## src/include/serial_tx_regs.vh

```
// Register map, field positions and constants for the serial transmit block
`ifndef SERIAL_TX_REGS_VH
`define SERIAL_TX_REGS_VH

`define ADDR_W 8
`define OFS_FORMAT 8'h00
`define OFS_CONTROL 8'h04
`define OFS_BIT_RATE 8'h08
`define OFS_STATUS 8'h0C
`define OFS_FIFO_CONTROL 8'h10
`define OFS_FIFO_COUNT 8'h14
`define OFS_TX_FIFO 8'h18

`define FMT_STOP 3
`define FMT_PARITY_ODD 4
`define FMT_PARITY_EN 5
`define FMT_CHAR_LEN 6

`define CTL_CLK_LO 0
`define CTL_CLK_HI 1
`define CTL_RX_EN 4
`define CTL_TX_EN 5
`define CTL_RX_IRQ_EN 6
`define CTL_TX_IRQ_EN 7

`define STS_TX_FIFO_EMPTY 5
`define STS_TX_END 6

`define FCR_TX_FIFO_RST 2
`define FCR_TRIG_LO 4
`define FCR_TRIG_HI 5

`define CNT_TX_LO 8

`define FORMAT_RST 8'h00
`define CONTROL_RST 8'h00
`define BIT_RATE_RST 8'hFF
`define FCR_RST 8'h00

`define TRIG_CODE_8 2'h0
`define TRIG_CODE_4 2'h1
`define TRIG_CODE_2 2'h2
`define TRIG_LEVEL_8 5'h08
`define TRIG_LEVEL_4 5'h04
`define TRIG_LEVEL_2 5'h02
`define TRIG_LEVEL_1 5'h01

`define TICKS_PER_BIT 16
`define LAST_TICK 4'hF
`define BITS_LONG 4'h8
`define BITS_SHORT 4'h7

`define RESP_OKAY 2'h0
`define RESP_SLVERR 2'h2

`endif

```

## src/core/serial_tx_top.v

```verilog
// Asynchronous serial transmitter with clock select, format select and AXI4-Lite registers
// Behaviour
// - Select 00: internal generator, clock pin unused
// - Select 01: internal, clock pin outputs 16x
// - Twelve formats: length, parity, stop count
// - Frame starts with one low start bit
// - Seven or eight data bits, LSB first
// - Optional single even or odd parity bit
// - One or two high stop bits close frame
// - Clock output runs once control register written
// - Clearing transmit enable reinitialises shift register
// - Disable keeps status and FIFO contents
// - Disable mid-frame floats transmit line at once
// - Enabled transmitter idles at mark
// - FIFO data sent back to back until empty
// - Below trigger sets empty flag and interrupt
// - At stop time, next byte loaded if present
// - Empty at stop time sets end flag, mark
// - Trigger codes give levels 8, 4, 2, 1
// - FIFO count register upper byte shows fill
`timescale 1ns/100ps
`include "serial_tx_regs.vh"
`default_nettype none
module serial_tx_top #(
    parameter DATA_W = 8,
    parameter FIFO_LOG2 = 4
) (
    input wire aclk,
    input wire aresetn,
    input wire [`ADDR_W-1:0] s_axi_awaddr,
    input wire s_axi_awvalid,
    output reg s_axi_awready,
    input wire [31:0] s_axi_wdata,
    input wire [3:0] s_axi_wstrb,
    input wire s_axi_wvalid,
    output reg s_axi_wready,
    output reg [1:0] s_axi_bresp,
    output reg s_axi_bvalid,
    input wire s_axi_bready,
    input wire [`ADDR_W-1:0] s_axi_araddr,
    input wire s_axi_arvalid,
    output reg s_axi_arready,
    output reg [31:0] s_axi_rdata,
    output reg [1:0] s_axi_rresp,
    output reg s_axi_rvalid,
    input wire s_axi_rready,
    input wire sck_in,
    output reg sck_out,
    output reg sck_oe,
    output reg txd_out,
    output reg txd_oe,
    output reg tx_irq
);
    localparam ST_IDLE = 3'd0;
    localparam ST_START = 3'd1;
    localparam ST_DATA = 3'd2;
    localparam ST_PARITY = 3'd3;
    localparam ST_STOP = 3'd4;

    reg [7:0] format_reg;
    reg [7:0] control_reg;
    reg [7:0] bit_rate_reg;
    reg [7:0] fifo_control_reg;
    reg tx_end_flag;
    reg tx_fifo_empty_flag;

    reg [`ADDR_W-1:0] aw_addr_reg;
    reg aw_held_reg;
    reg [31:0] w_data_reg;
    reg [3:0] w_strb_reg;
    reg w_held_reg;

    reg [2:0] state_reg;
    reg [3:0] sub_reg;
    reg [3:0] bit_cnt_reg;
    reg [DATA_W-1:0] shift_reg;
    reg parity_reg;
    reg second_stop_reg;
    reg [DATA_W-1:0] next_char_reg;
    reg next_valid_reg;

    reg sck_meta_reg;
    reg sck_sync_reg;
    reg sck_prev_reg;

    wire clock_select_lo = control_reg[`CTL_CLK_LO];
    wire clock_select_hi = control_reg[`CTL_CLK_HI];
    wire tx_enable = control_reg[`CTL_TX_EN];
    wire tx_irq_enable = control_reg[`CTL_TX_IRQ_EN];
    wire char_length_sel = format_reg[`FMT_CHAR_LEN];
    wire parity_enable = format_reg[`FMT_PARITY_EN];
    wire parity_odd = format_reg[`FMT_PARITY_ODD];
    wire two_stop = format_reg[`FMT_STOP];
    wire tx_fifo_reset = fifo_control_reg[`FCR_TX_FIFO_RST];

    // Trigger field decode, used for the flag compare and nowhere else in hardware
    function [4:0] trig_level;
        input [1:0] code;
        begin
            case (code)
                `TRIG_CODE_8: trig_level = `TRIG_LEVEL_8;
                `TRIG_CODE_4: trig_level = `TRIG_LEVEL_4;
                `TRIG_CODE_2: trig_level = `TRIG_LEVEL_2;
                default: trig_level = `TRIG_LEVEL_1;
            endcase
        end
    endfunction

    // Parity over the active data bits; the unused top bit is masked off in 7-bit mode
    function parity_of;
        input [DATA_W-1:0] data;
        input short;
        input odd;
        begin
            parity_of = ^(short ? {1'b0, data[DATA_W-2:0]} : data) ^ odd;
        end
    endfunction

    // Write decode
    wire wr_fire = aw_held_reg && w_held_reg && !s_axi_bvalid;
    wire wr_byte0 = wr_fire && w_strb_reg[0];
    wire wr_format = wr_byte0 && (aw_addr_reg == `OFS_FORMAT);
    wire wr_control = wr_byte0 && (aw_addr_reg == `OFS_CONTROL);
    wire wr_rate = wr_byte0 && (aw_addr_reg == `OFS_BIT_RATE);
    wire wr_status = wr_byte0 && (aw_addr_reg == `OFS_STATUS);
    wire wr_fcr = wr_byte0 && (aw_addr_reg == `OFS_FIFO_CONTROL);
    wire wr_fifo = wr_byte0 && (aw_addr_reg == `OFS_TX_FIFO);
    wire wr_mapped = (aw_addr_reg == `OFS_FORMAT) || (aw_addr_reg == `OFS_CONTROL) ||
                     (aw_addr_reg == `OFS_BIT_RATE) || (aw_addr_reg == `OFS_STATUS) ||
                     (aw_addr_reg == `OFS_FIFO_CONTROL) || (aw_addr_reg == `OFS_TX_FIFO);

    // FIFO
    wire [DATA_W-1:0] fifo_head;
    wire [FIFO_LOG2:0] fifo_count;
    wire fifo_has = (fifo_count != {(FIFO_LOG2+1){1'b0}});
    reg fifo_pop;

    tx_char_fifo #(
        .WIDTH(DATA_W),
        .DEPTH_LOG2(FIFO_LOG2)
    ) u_fifo (
        .aclk(aclk),
        .aresetn(aresetn),
        .flush(tx_fifo_reset),
        .push(wr_fifo),
        .push_data(w_data_reg[DATA_W-1:0]),
        .pop(fifo_pop),
        .head(fifo_head),
        .count_reg(fifo_count)
    );

    // Internal bit clock
    wire int_clk16;
    wire int_tick;

    tx_bit_rate_gen #(
        .DIV_W(8)
    ) u_brg (
        .aclk(aclk),
        .aresetn(aresetn),
        .divisor(bit_rate_reg),
        .clk16_reg(int_clk16),
        .tick_reg(int_tick)
    );

    // External 16x clock, synchronised; the second and third stages feed the edge detect
    always @(posedge aclk) begin
        if (!aresetn) begin
            sck_meta_reg <= 1'b0;
            sck_sync_reg <= 1'b0;
            sck_prev_reg <= 1'b0;
        end else begin
            sck_meta_reg <= sck_in;
            sck_sync_reg <= sck_meta_reg;
            sck_prev_reg <= sck_sync_reg;
        end
    end

    wire ext_tick = sck_sync_reg && !sck_prev_reg;
    wire tick16 = clock_select_hi ? ext_tick : int_tick;
    wire bit_tick = tick16 && (sub_reg == `LAST_TICK);
    wire [3:0] last_bit = char_length_sel ? (`BITS_SHORT - 4'h1) : (`BITS_LONG - 4'h1);

    // Clock pin drives only in select 01, from the moment control is written
    always @(posedge aclk) begin
        if (!aresetn) begin
            sck_out <= 1'b0;
            sck_oe <= 1'b0;
        end else begin
            sck_oe <= !clock_select_hi && clock_select_lo;
            sck_out <= int_clk16 && !clock_select_hi && clock_select_lo;
        end
    end

    // Transmit sequencer
    always @(posedge aclk) begin
        if (!aresetn) begin
            state_reg <= ST_IDLE;
            sub_reg <= 4'h0;
            bit_cnt_reg <= 4'h0;
            shift_reg <= {DATA_W{1'b0}};
            parity_reg <= 1'b0;
            second_stop_reg <= 1'b0;
            next_char_reg <= {DATA_W{1'b0}};
            next_valid_reg <= 1'b0;
            fifo_pop <= 1'b0;
        end else if (!tx_enable) begin
            state_reg <= ST_IDLE;
            sub_reg <= 4'h0;
            bit_cnt_reg <= 4'h0;
            shift_reg <= {DATA_W{1'b0}};
            second_stop_reg <= 1'b0;
            next_valid_reg <= 1'b0;
            fifo_pop <= 1'b0;
        end else begin
            fifo_pop <= 1'b0;
            if (tick16)
                sub_reg <= sub_reg + 1'b1;
            case (state_reg)
                ST_IDLE: begin
                    if (fifo_has && !fifo_pop) begin
                        shift_reg <= fifo_head;
                        parity_reg <= parity_of(fifo_head, char_length_sel, parity_odd);
                        fifo_pop <= 1'b1;
                        sub_reg <= 4'h0;
                        state_reg <= ST_START;
                    end
                end
                ST_START: begin
                    if (bit_tick) begin
                        bit_cnt_reg <= 4'h0;
                        state_reg <= ST_DATA;
                    end
                end
                ST_DATA: begin
                    if (bit_tick) begin
                        shift_reg <= shift_reg >> 1;
                        bit_cnt_reg <= bit_cnt_reg + 1'b1;
                        if (bit_cnt_reg == last_bit) begin
                            if (parity_enable) begin
                                state_reg <= ST_PARITY;
                            end else begin
                                state_reg <= ST_STOP;
                                second_stop_reg <= 1'b0;
                                if (fifo_has) begin
                                    next_char_reg <= fifo_head;
                                    next_valid_reg <= 1'b1;
                                    fifo_pop <= 1'b1;
                                end
                            end
                        end
                    end
                end
                ST_PARITY: begin
                    if (bit_tick) begin
                        state_reg <= ST_STOP;
                        second_stop_reg <= 1'b0;
                        if (fifo_has) begin
                            next_char_reg <= fifo_head;
                            next_valid_reg <= 1'b1;
                            fifo_pop <= 1'b1;
                        end
                    end
                end
                ST_STOP: begin
                    if (bit_tick) begin
                        if (two_stop && !second_stop_reg) begin
                            second_stop_reg <= 1'b1;
                        end else if (next_valid_reg) begin
                            shift_reg <= next_char_reg;
                            parity_reg <= parity_of(next_char_reg, char_length_sel, parity_odd);
                            next_valid_reg <= 1'b0;
                            state_reg <= ST_START;
                        end else begin
                            state_reg <= ST_IDLE;
                        end
                    end
                end
                default: state_reg <= ST_IDLE;
            endcase
        end
    end

    // End of data seen at stop time: fires as the stop bit begins with nothing queued
    wire stop_entry = tx_enable && bit_tick &&
                      ((state_reg == ST_PARITY) ||
                       (state_reg == ST_DATA && bit_cnt_reg == last_bit && !parity_enable));
    wire set_tx_end = stop_entry && !fifo_has;
    wire set_empty = (fifo_count < trig_level(fifo_control_reg[`FCR_TRIG_HI:`FCR_TRIG_LO]));

    // Line and output enable; one cycle behind the sequencer state
    always @(posedge aclk) begin
        if (!aresetn) begin
            txd_out <= 1'b1;
            txd_oe <= 1'b0;
            tx_irq <= 1'b0;
        end else begin
            txd_oe <= tx_enable;
            case (state_reg)
                ST_START: txd_out <= 1'b0;
                ST_DATA: txd_out <= shift_reg[0];
                ST_PARITY: txd_out <= parity_reg;
                default: txd_out <= 1'b1;
            endcase
            tx_irq <= tx_fifo_empty_flag && tx_irq_enable;
        end
    end

    // Configuration registers; disabling touches none of the status or FIFO state
    always @(posedge aclk) begin
        if (!aresetn) begin
            format_reg <= `FORMAT_RST;
            control_reg <= `CONTROL_RST;
            bit_rate_reg <= `BIT_RATE_RST;
            fifo_control_reg <= `FCR_RST;
        end else begin
            if (wr_format)
                format_reg <= w_data_reg[7:0];
            if (wr_control)
                control_reg <= w_data_reg[7:0];
            if (wr_rate)
                bit_rate_reg <= w_data_reg[7:0];
            if (wr_fcr)
                fifo_control_reg <= w_data_reg[7:0];
        end
    end

    // Status flags: writing 0 clears, a hardware set in the same cycle wins
    always @(posedge aclk) begin
        if (!aresetn) begin
            tx_end_flag <= 1'b1;
            tx_fifo_empty_flag <= 1'b1;
        end else begin
            if (set_tx_end)
                tx_end_flag <= 1'b1;
            else if (wr_status && !w_data_reg[`STS_TX_END])
                tx_end_flag <= 1'b0;
            if (set_empty)
                tx_fifo_empty_flag <= 1'b1;
            else if (wr_status && !w_data_reg[`STS_TX_FIFO_EMPTY])
                tx_fifo_empty_flag <= 1'b0;
        end
    end

    // Write channel: address and data latched independently, response after both
    always @(posedge aclk) begin
        if (!aresetn) begin
            aw_held_reg <= 1'b0;
            w_held_reg <= 1'b0;
            aw_addr_reg <= {`ADDR_W{1'b0}};
            w_data_reg <= 32'h00000000;
            w_strb_reg <= 4'h0;
            s_axi_awready <= 1'b1;
            s_axi_wready <= 1'b1;
            s_axi_bvalid <= 1'b0;
            s_axi_bresp <= `RESP_OKAY;
        end else begin
            if (s_axi_awvalid && s_axi_awready) begin
                aw_addr_reg <= s_axi_awaddr;
                aw_held_reg <= 1'b1;
                s_axi_awready <= 1'b0;
            end
            if (s_axi_wvalid && s_axi_wready) begin
                w_data_reg <= s_axi_wdata;
                w_strb_reg <= s_axi_wstrb;
                w_held_reg <= 1'b1;
                s_axi_wready <= 1'b0;
            end
            if (wr_fire) begin
                aw_held_reg <= 1'b0;
                w_held_reg <= 1'b0;
                s_axi_bvalid <= 1'b1;
                s_axi_bresp <= wr_mapped ? `RESP_OKAY : `RESP_SLVERR;
            end
            if (s_axi_bvalid && s_axi_bready) begin
                s_axi_bvalid <= 1'b0;
                s_axi_awready <= 1'b1;
                s_axi_wready <= 1'b1;
            end
        end
    end

    // Read channel
    always @(posedge aclk) begin
        if (!aresetn) begin
            s_axi_arready <= 1'b1;
            s_axi_rvalid <= 1'b0;
            s_axi_rdata <= 32'h00000000;
            s_axi_rresp <= `RESP_OKAY;
        end else begin
            if (s_axi_arvalid && s_axi_arready) begin
                s_axi_arready <= 1'b0;
                s_axi_rvalid <= 1'b1;
                s_axi_rresp <= `RESP_OKAY;
                s_axi_rdata <= 32'h00000000;
                case (s_axi_araddr)
                    `OFS_FORMAT: s_axi_rdata[7:0] <= format_reg;
                    `OFS_CONTROL: s_axi_rdata[7:0] <= control_reg;
                    `OFS_BIT_RATE: s_axi_rdata[7:0] <= bit_rate_reg;
                    `OFS_STATUS: begin
                        s_axi_rdata[`STS_TX_END] <= tx_end_flag;
                        s_axi_rdata[`STS_TX_FIFO_EMPTY] <= tx_fifo_empty_flag;
                    end
                    `OFS_FIFO_CONTROL: s_axi_rdata[7:0] <= fifo_control_reg;
                    `OFS_FIFO_COUNT: s_axi_rdata[`CNT_TX_LO+FIFO_LOG2:`CNT_TX_LO] <= fifo_count;
                    `OFS_TX_FIFO: s_axi_rdata <= 32'h00000000;
                    default: s_axi_rresp <= `RESP_SLVERR;
                endcase
            end
            if (s_axi_rvalid && s_axi_rready) begin
                s_axi_rvalid <= 1'b0;
                s_axi_arready <= 1'b1;
            end
        end
    end
endmodule // serial_tx_top
`default_nettype wire

```

## src/core/tx_bit_rate_gen.v

```verilog
// Internal 16x bit clock generator with square-wave clock output
`timescale 1ns/100ps
`default_nettype none
module tx_bit_rate_gen #(
    parameter DIV_W = 8
) (
    input wire aclk,
    input wire aresetn,
    input wire [DIV_W-1:0] divisor,
    output reg clk16_reg,
    output reg tick_reg
);
    reg [DIV_W-1:0] cnt_reg;

    // One 16x period spans two half periods of divisor+1 cycles each
    always @(posedge aclk) begin
        if (!aresetn) begin
            cnt_reg <= {DIV_W{1'b0}};
            clk16_reg <= 1'b0;
            tick_reg <= 1'b0;
        end else begin
            tick_reg <= 1'b0;
            if (cnt_reg >= divisor) begin
                cnt_reg <= {DIV_W{1'b0}};
                clk16_reg <= ~clk16_reg;
                tick_reg <= ~clk16_reg;
            end else begin
                cnt_reg <= cnt_reg + 1'b1;
            end
        end
    end
endmodule // tx_bit_rate_gen
`default_nettype wire

```

## src/core/tx_char_fifo.v

```verilog
// Transmit character FIFO held in flip-flops
`timescale 1ns/100ps
`default_nettype none
module tx_char_fifo #(
    parameter WIDTH = 8,
    parameter DEPTH_LOG2 = 4
) (
    input wire aclk,
    input wire aresetn,
    input wire flush,
    input wire push,
    input wire [WIDTH-1:0] push_data,
    input wire pop,
    output wire [WIDTH-1:0] head,
    output reg [DEPTH_LOG2:0] count_reg
);
    localparam DEPTH = 1 << DEPTH_LOG2;
    reg [WIDTH-1:0] mem_reg [0:DEPTH-1];
    reg [DEPTH_LOG2-1:0] wr_reg;
    reg [DEPTH_LOG2-1:0] rd_reg;
    wire full = (count_reg == DEPTH[DEPTH_LOG2:0]);
    wire empty = (count_reg == {(DEPTH_LOG2+1){1'b0}});
    wire do_push = push && !full;
    wire do_pop = pop && !empty;

    assign head = mem_reg[rd_reg];

    always @(posedge aclk) begin
        if (do_push)
            mem_reg[wr_reg] <= push_data;
    end

    // Writes into a full FIFO are dropped; software is meant to respect the count
    always @(posedge aclk) begin
        if (!aresetn || flush) begin
            wr_reg <= {DEPTH_LOG2{1'b0}};
            rd_reg <= {DEPTH_LOG2{1'b0}};
            count_reg <= {(DEPTH_LOG2+1){1'b0}};
        end else begin
            if (do_push)
                wr_reg <= wr_reg + 1'b1;
            if (do_pop)
                rd_reg <= rd_reg + 1'b1;
            if (do_push && !do_pop)
                count_reg <= count_reg + 1'b1;
            else if (do_pop && !do_push)
                count_reg <= count_reg - 1'b1;
        end
    end
endmodule // tx_char_fifo
`default_nettype wire

```

## config.mk

```make
export PLATFORM = sky130hd
export DESIGN_NAME = serial_tx_top
export DESIGN_NICKNAME = d
export VERILOG_FILES = /design/src/core/serial_tx_top.v /design/src/core/tx_bit_rate_gen.v /design/src/core/tx_char_fifo.v
export VERILOG_INCLUDE_DIRS = /design/src /design/src/include
export SDC_FILE = /design/constraint.sdc
export NUM_CORES = 1
export LEC_CHECK = 0
export BUFFER_PORTS_ARGS = -buffer_cell sky130_fd_sc_hd__buf_2
export CAP_MARGIN = 15
export CORE_AREA = 2 2 131 158
export DETAILED_ROUTE_END_ITERATION = 10
export DIE_AREA = 0 0 133 160
export MAX_ROUTING_LAYER = met4
export PLACE_DENSITY_LB_ADDON = 0.3
export RECOVER_POWER = 100
export SLEW_MARGIN = 10
export SYNTH_ARGS = -nofsm -noshare
export SYNTH_HDL_FRONTEND = slang
export SYNTH_SLANG_ARGS = --single-unit
export TNS_END_PERCENT = 5
```

## constraint.sdc

```tcl
create_clock -name aclk -period 4.25 [get_ports aclk]
set_input_delay 0.2125 -clock aclk [delete_from_list [all_inputs] [get_ports aclk]]
set_output_delay 0.2125 -clock aclk [all_outputs]
set_load 0.03 [all_outputs]
```

Word-level counts from Yosys, hierarchy flattened
Memories as Yosys holds them, arrays and structs flattened. A register that Yosys moved wholly into a read port is not among the register bits.
Cells that the tools add are included.
{"block": "totals", "ram_bits": 128, "ff_bits": 137, "n_memories": 1, "inputBits": 60, "output_inout_bits": 46, "elab_cells": 243}
{"memory": "u_fifo.mem_reg", "depth": 16, "word_bits": 8, "rd": 1, "rd_clocked_by_memory_dff": 1, "wr": 1, "line_no": "tx_char_fifo.v:18", "source": "reg [WIDTH-1:0] mem_reg [0:DEPTH-1];"}
{"block": "classes", "n_addsub": 7, "bitwise": 4, "order_cmp": 2, "muxes": 73, "n_eq_ne": 30, "reduce_logical": 84}
{"operator": "two-way mux 8 bit", "count": 12}
{"operator": "equality test 8 x 5 -> 1 bit (second input constant)", "count": 5}
{"operator": "logical AND 1 bit", "count": 33}
{"operator": "equality test 8 x 4 -> 1 bit (second input constant)", "count": 4}
{"operator": "two-way mux 1 bit", "count": 28}
{"operator": "two-way mux 4 bit", "count": 7}
{"operator": "two-way mux 3 bit", "count": 8}
{"operator": "case mux 8 bit (3 select lines)", "count": 1}
{"operator": "AND reduction 7 bit", "count": 3}
{"operator": "case mux 5 bit (4 select lines)", "count": 1}
{"operator": "inequality test 2 bit (second input constant)", "count": 9}
{"operator": "AND reduction 6 bit", "count": 3}
{"operator": "adder 4 x 1 -> 4 bit (second input constant)", "count": 4}
{"operator": "equality test 8 x 3 -> 1 bit (second input constant)", "count": 2}
{"operator": "zero test 8 bit", "count": 2}
{"operator": "case mux 8 bit (2 select lines)", "count": 1}
{"operator": "XOR reduction 8 bit", "count": 2}
{"operator": "two-way mux 5 bit", "count": 3}
{"operator": "case mux 3 bit (5 select lines)", "count": 1}
{"operator": "zero test 1 bit", "count": 14}
{"operator": "case mux 1 bit (3 select lines)", "count": 4}
{"operator": "case mux 4 bit (3 select lines)", "count": 1}
{"operator": "OR reduction 2 bit", "count": 6}
{"operator": "case mux 2 bit (5 select lines)", "count": 1}
{"operator": "30 further kinds", "count": 45}

Logic depth before layout (Yosys ltp)
{"block": "logic_depth", "depth_word": 9, "depth_mapped": 14, "ltp_nobuf": 14}

Cells and area by module
From an unflattened synthesis, not the netlist that was laid out.
{"block": "hier_totals", "cells_unflattened": 998, "hier_area_um2": 11748.8}
{"mod": "tx_char_fifo", "n_inst": 1, "cells_each": 310, "area_per_inst_um2": 5766.8, "seq_area_each_um2": 4184.0}
{"mod": "serial_tx_top", "n_inst": 1, "cells_each": 618, "area_per_inst_um2": 5320.1, "seq_area_each_um2": 2242.2}
{"mod": "tx_bit_rate_gen", "n_inst": 1, "cells_each": 70, "area_per_inst_um2": 661.9, "seq_area_each_um2": 200.2}

Least setup slack after synthesis
OpenSTA, ideal clock, no wires.
{"block": "synth_timing", "path_kind": "flip-flop to flip-flop", "from": "register aw_addr_reg[7]", "to": "register u_fifo.count_reg[4]", "n_path_buf": 0, "setup_slack_ns": 1.164, "path_stages_with_launch": 14, "required_time_ns": 4.180, "setup_ns": 0.070, "synth_period_minus_slack_ns": 3.086, "arrival_time_ns": 3.016, "cell_sequence": "dfxtp_1 nor4_1 nand2b_1 nor3b_1 nand2_1 a21oi_1 ha_1 inv_1 fa_1 a21o_1 a21oi_1 xnor2_1 or3_1 a21oi_1"}
{"block": "synth_between", "elab_chain_len": 6, "word_cells_on_any_way": 8, "cone_classes": "eq/ne: 1; mux: 1; reduce/logical: 6"}
{"element": "start: declaration", "line_no": "serial_tx_top.v:67", "source": "reg [`ADDR_W-1:0] aw_addr_reg;"}
{"element": "start signal: assignment", "line_no": "serial_tx_top.v:350", "source": "aw_addr_reg <= {`ADDR_W{1'b0}};"}
{"element": "start signal: assignment", "line_no": "serial_tx_top.v:359", "source": "aw_addr_reg <= s_axi_awaddr;"}
{"element": "equality test 8 x 5 -> 1 bit (no line) (*)"}
{"element": "logical AND 1 bit (*)", "line_no": "serial_tx_top.v:127", "source": "wire wr_fifo = wr_byte0 && (aw_addr_reg == `OFS_TX_FIFO);"}
{"element": "logical AND 1 bit (*)", "line_no": "tx_char_fifo.v:23", "source": "wire do_push = push && !full;"}
{"element": "via u_fifo.do_push", "line_no": "tx_char_fifo.v:23"}
{"element": "zero test 1 bit", "line_no": "tx_char_fifo.v:46", "source": "else if (do_pop && !do_push)"}
{"element": "logical AND 1 bit", "line_no": "tx_char_fifo.v:46"}
{"element": "nonzero test 2 bit (no line)"}
{"element": "end signal: assignment", "line_no": "tx_char_fifo.v:38", "source": "count_reg <= {(DEPTH_LOG2+1){1'b0}};"}
{"element": "end signal: assignment", "line_no": "tx_char_fifo.v:45", "source": "count_reg <= count_reg + 1'b1;"}
{"element": "end signal: assignment", "line_no": "tx_char_fifo.v:47", "source": "count_reg <= count_reg - 1'b1;"}
{"element": "end: declaration", "line_no": "tx_char_fifo.v:15", "source": "output reg [DEPTH_LOG2:0] count_reg"}
Mark *: on every way through the listed nets, which the timed path passes. The rest lies on a longest branch.
A chain may end at the register's enable or synchronous reset.

Worst setup path after layout
Ends and elaborated chain as after synthesis.

==> out/metrics.yaml <==
clock_tree:
  cts_tree: "done"
  clkTransAtPathRegs_ns: 0.07
  clkSinkCount: 267
  cts_buffers: 25
  cts-htree-levels: 1
  cts_resized: 0
  clockRootBuffer: "clkbuf_16"
  clk_latency_ns: 0.53
  hold_buffers: 23
  cts_buffer_depth: 3
  post_cts_buffers: 0
min_path:
  hold_path_class: "input port to flip-flop"
cells_and_area:
  areaGrowthSynthToFinish_pct: 11.9
  final_common_cell: "nor2_1"
  antenna_cells: 0
  drive_above_1_share_pct: 10.9
  nets: 1125
  stdcell_count: 1325
  final_cell_mix: "nor2_1 (142), dfxtp_1 (138), edfxtp_1 (128)"
  largest_register_ffs: 128
floorplanning:
  initial_core_util_pct: 57.5
  core_um2: 19900
  die-area_um2: 21300
  io-pin-count: 106
  die_w_um: 133
  die_h_um: 160
  rows: 57
pwr:
  power_density_nw_per_um2: 403
  irDropWorstVdd_mv: 0.465
  p_leak_nw: 4.82
yosys:
  async_reset_ff_share_pct: 0
  synth_area_um2: 11400
  synth_edf_count: 128
  ys_seq_area_share_pct: 57.9
  syn_inst: 966
  synth_cell_type_count: 61
  ys_ff_latch: 267
  synth_area_per_cell_um2: 11.8
  synth_warnings: 0
  ys.flop_type: "dfxtp_1"
timing:
  fin_skew_ns: 0.0113
  tightest_slew_ns: 1.07
  slew_violations: 0
  worst_slack_ns: 0.707
  finalSetupTns_ns: 0
  finalCritPeriodShare_pct: 83.4
  rsz0062_at_grt: "false"
  finalHoldViolCount: 0
  period_minus_slack_ns: 3.54
  final-setup-viol-count: 0
  slew_headroom_pct: 28.5
  clock.fmax_mhz: 282
critical_path:
  cp.required_ns: 4.69
  path_max_fanout: 8
  end_kind: "flip-flop"
  rrSetupSlack_ns: 0.71
  start_kind: "flip-flop"
  cp.arrival_ns: 3.98
  crit_type: "flip-flop to flip-flop"
detailed_routing:
  ant_nets: 0
  drc: 0
  via_per_inst: 5.70
  dr.pass1.iters: 5
  drt_iter0_markers: 580
  wl_per_cell_um: 18.3
  dr_total_vias: 7546
  wl_um: 24300
run_status:
  outcome: "finished clean"
global_routing:
  track_usage_pct: 24.0
  antenna_found_initial: 0
  overflow: 0
  grt_pass1_vias: 7492
  grt_pass1_wl_um: 39400
  grt_max_degree: 53
placement:
  post-place-ws_ns: 1.10
  gp_congestion: 0.823
  dp_cells: 1256
  port_buffers: 57
  dp_hpwl_um: 15600
job:
  max_cap_viol_count: 0
through the flow:
stage / utilization, % / instance area (um2) / hold slack [ns] / total power, mW
finish: 64.4 / 12800 / 0.0152 / 5.17
global route: 64.4 / 12800 / 0.0599 / 5.30
CTS: 64.7 / 12900 / 0.00343 / 5.19
detailed placement: 59.4 / 11800 / 0.424 / 2.95
global placement: 59.4 / 11800 / 0.416 / 2.94
floorplan: - / 11500 / 0.313 / 2.91
cell usage after synthesis (all sizes together), types with 5 or more instances:
library cell / instances / area, um2
nor3: 15 / 75.1
xnor2: 21 / 191
edfxtp: 128 / 3840
a21oi: 73 / 365
nand2b: 13 / 81.3
nand4: 7 / 43.8
dfxtp: 139 / 2780
xor2: 16 / 140
mux2i: 51 / 510
a21o: 6 / 45.0
mux4: 37 / 845
nor2: 142 / 536
a211oi: 6 / 45.0
buf: 34 / 275
a22oi: 19 / 166
and2: 8 / 50.1
inv: 23 / 86.3
o21ai: 19 / 95.1
nand2: 74 / 283
nor2b: 7 / 43.8
clkbuf: 29 / 129
or3: 5 / 31.3
ha: 23 / 288
nand3: 21 / 105
critical path, cell delays in order (launching register included):
cell and delay [ns]:
dfxtp_1 0.32, nor4_1 0.28, nand2b_1 0.13, nor3b_1 0.34, nand2_1 0.10, a21oi_1 0.15
clkbuf_1 0.37, ha_1 0.29, inv_1 0.12, fa_1 0.45, a21o_1 0.18, a21oi_1 0.18
xnor2_1 0.10, or3_1 0.30, a21oi_1 0.14
final timing paths:
path | from | to | cells past startpoint
hold reg to reg | sck_meta_reg$_SDFF_PN0_ | sck_sync_reg$_SDFF_PN0_ | 1
setup reg to reg | aw_addr_reg[7]$_SDFFE_PN0P_ | u_fifo.count_reg[4]$_SDFFE_PP0P_ | 14
hold / removal | s_axi_arvalid | s_axi_rresp[1]$_SDFFE_PN0P_ | 3
setup / recovery | aw_addr_reg[7]$_SDFFE_PN0P_ | u_fifo.count_reg[4]$_SDFFE_PP0P_ | 14
final cells by class:
cell class / instances / area (um2)
inverters: 24 / 90.1
multi-input cells: 632 / 4380
clock inverters: 13 / 149
well taps: 265 / 332
clock buffers: 33 / 676
fillers: 1462 / 7090
flip-flops and latches: 267 / 6630
repair buffers: 91 / 552
report_power, final:
group	internal [mW]	switching, mW
clock network	1.31	0.951
registers	2.71	0.0457
logic	0.0524	0.0998
cell families (layout without fill, tap and decap cells):
family	after synthesis	in the layout	synth area share (%)
buf+inv	87	161	4.32
flops	267	267	57.9
xor+xnor	37	37	2.90
simple gates	310	310	12.0
other cells	1	21	0.0328
fa+ha+maj	24	24	2.69
compound gates	150	150	8.12
mux	90	90	12.0
metal layers:
layer	global-route usage (%)	share of wire (%)
met4	7.43	2.6
met5	-	0
met3	3.11	5.3
met2	41.2	51
met1	29.9	41
Note: power is estimated with default switching activity, not from simulation.
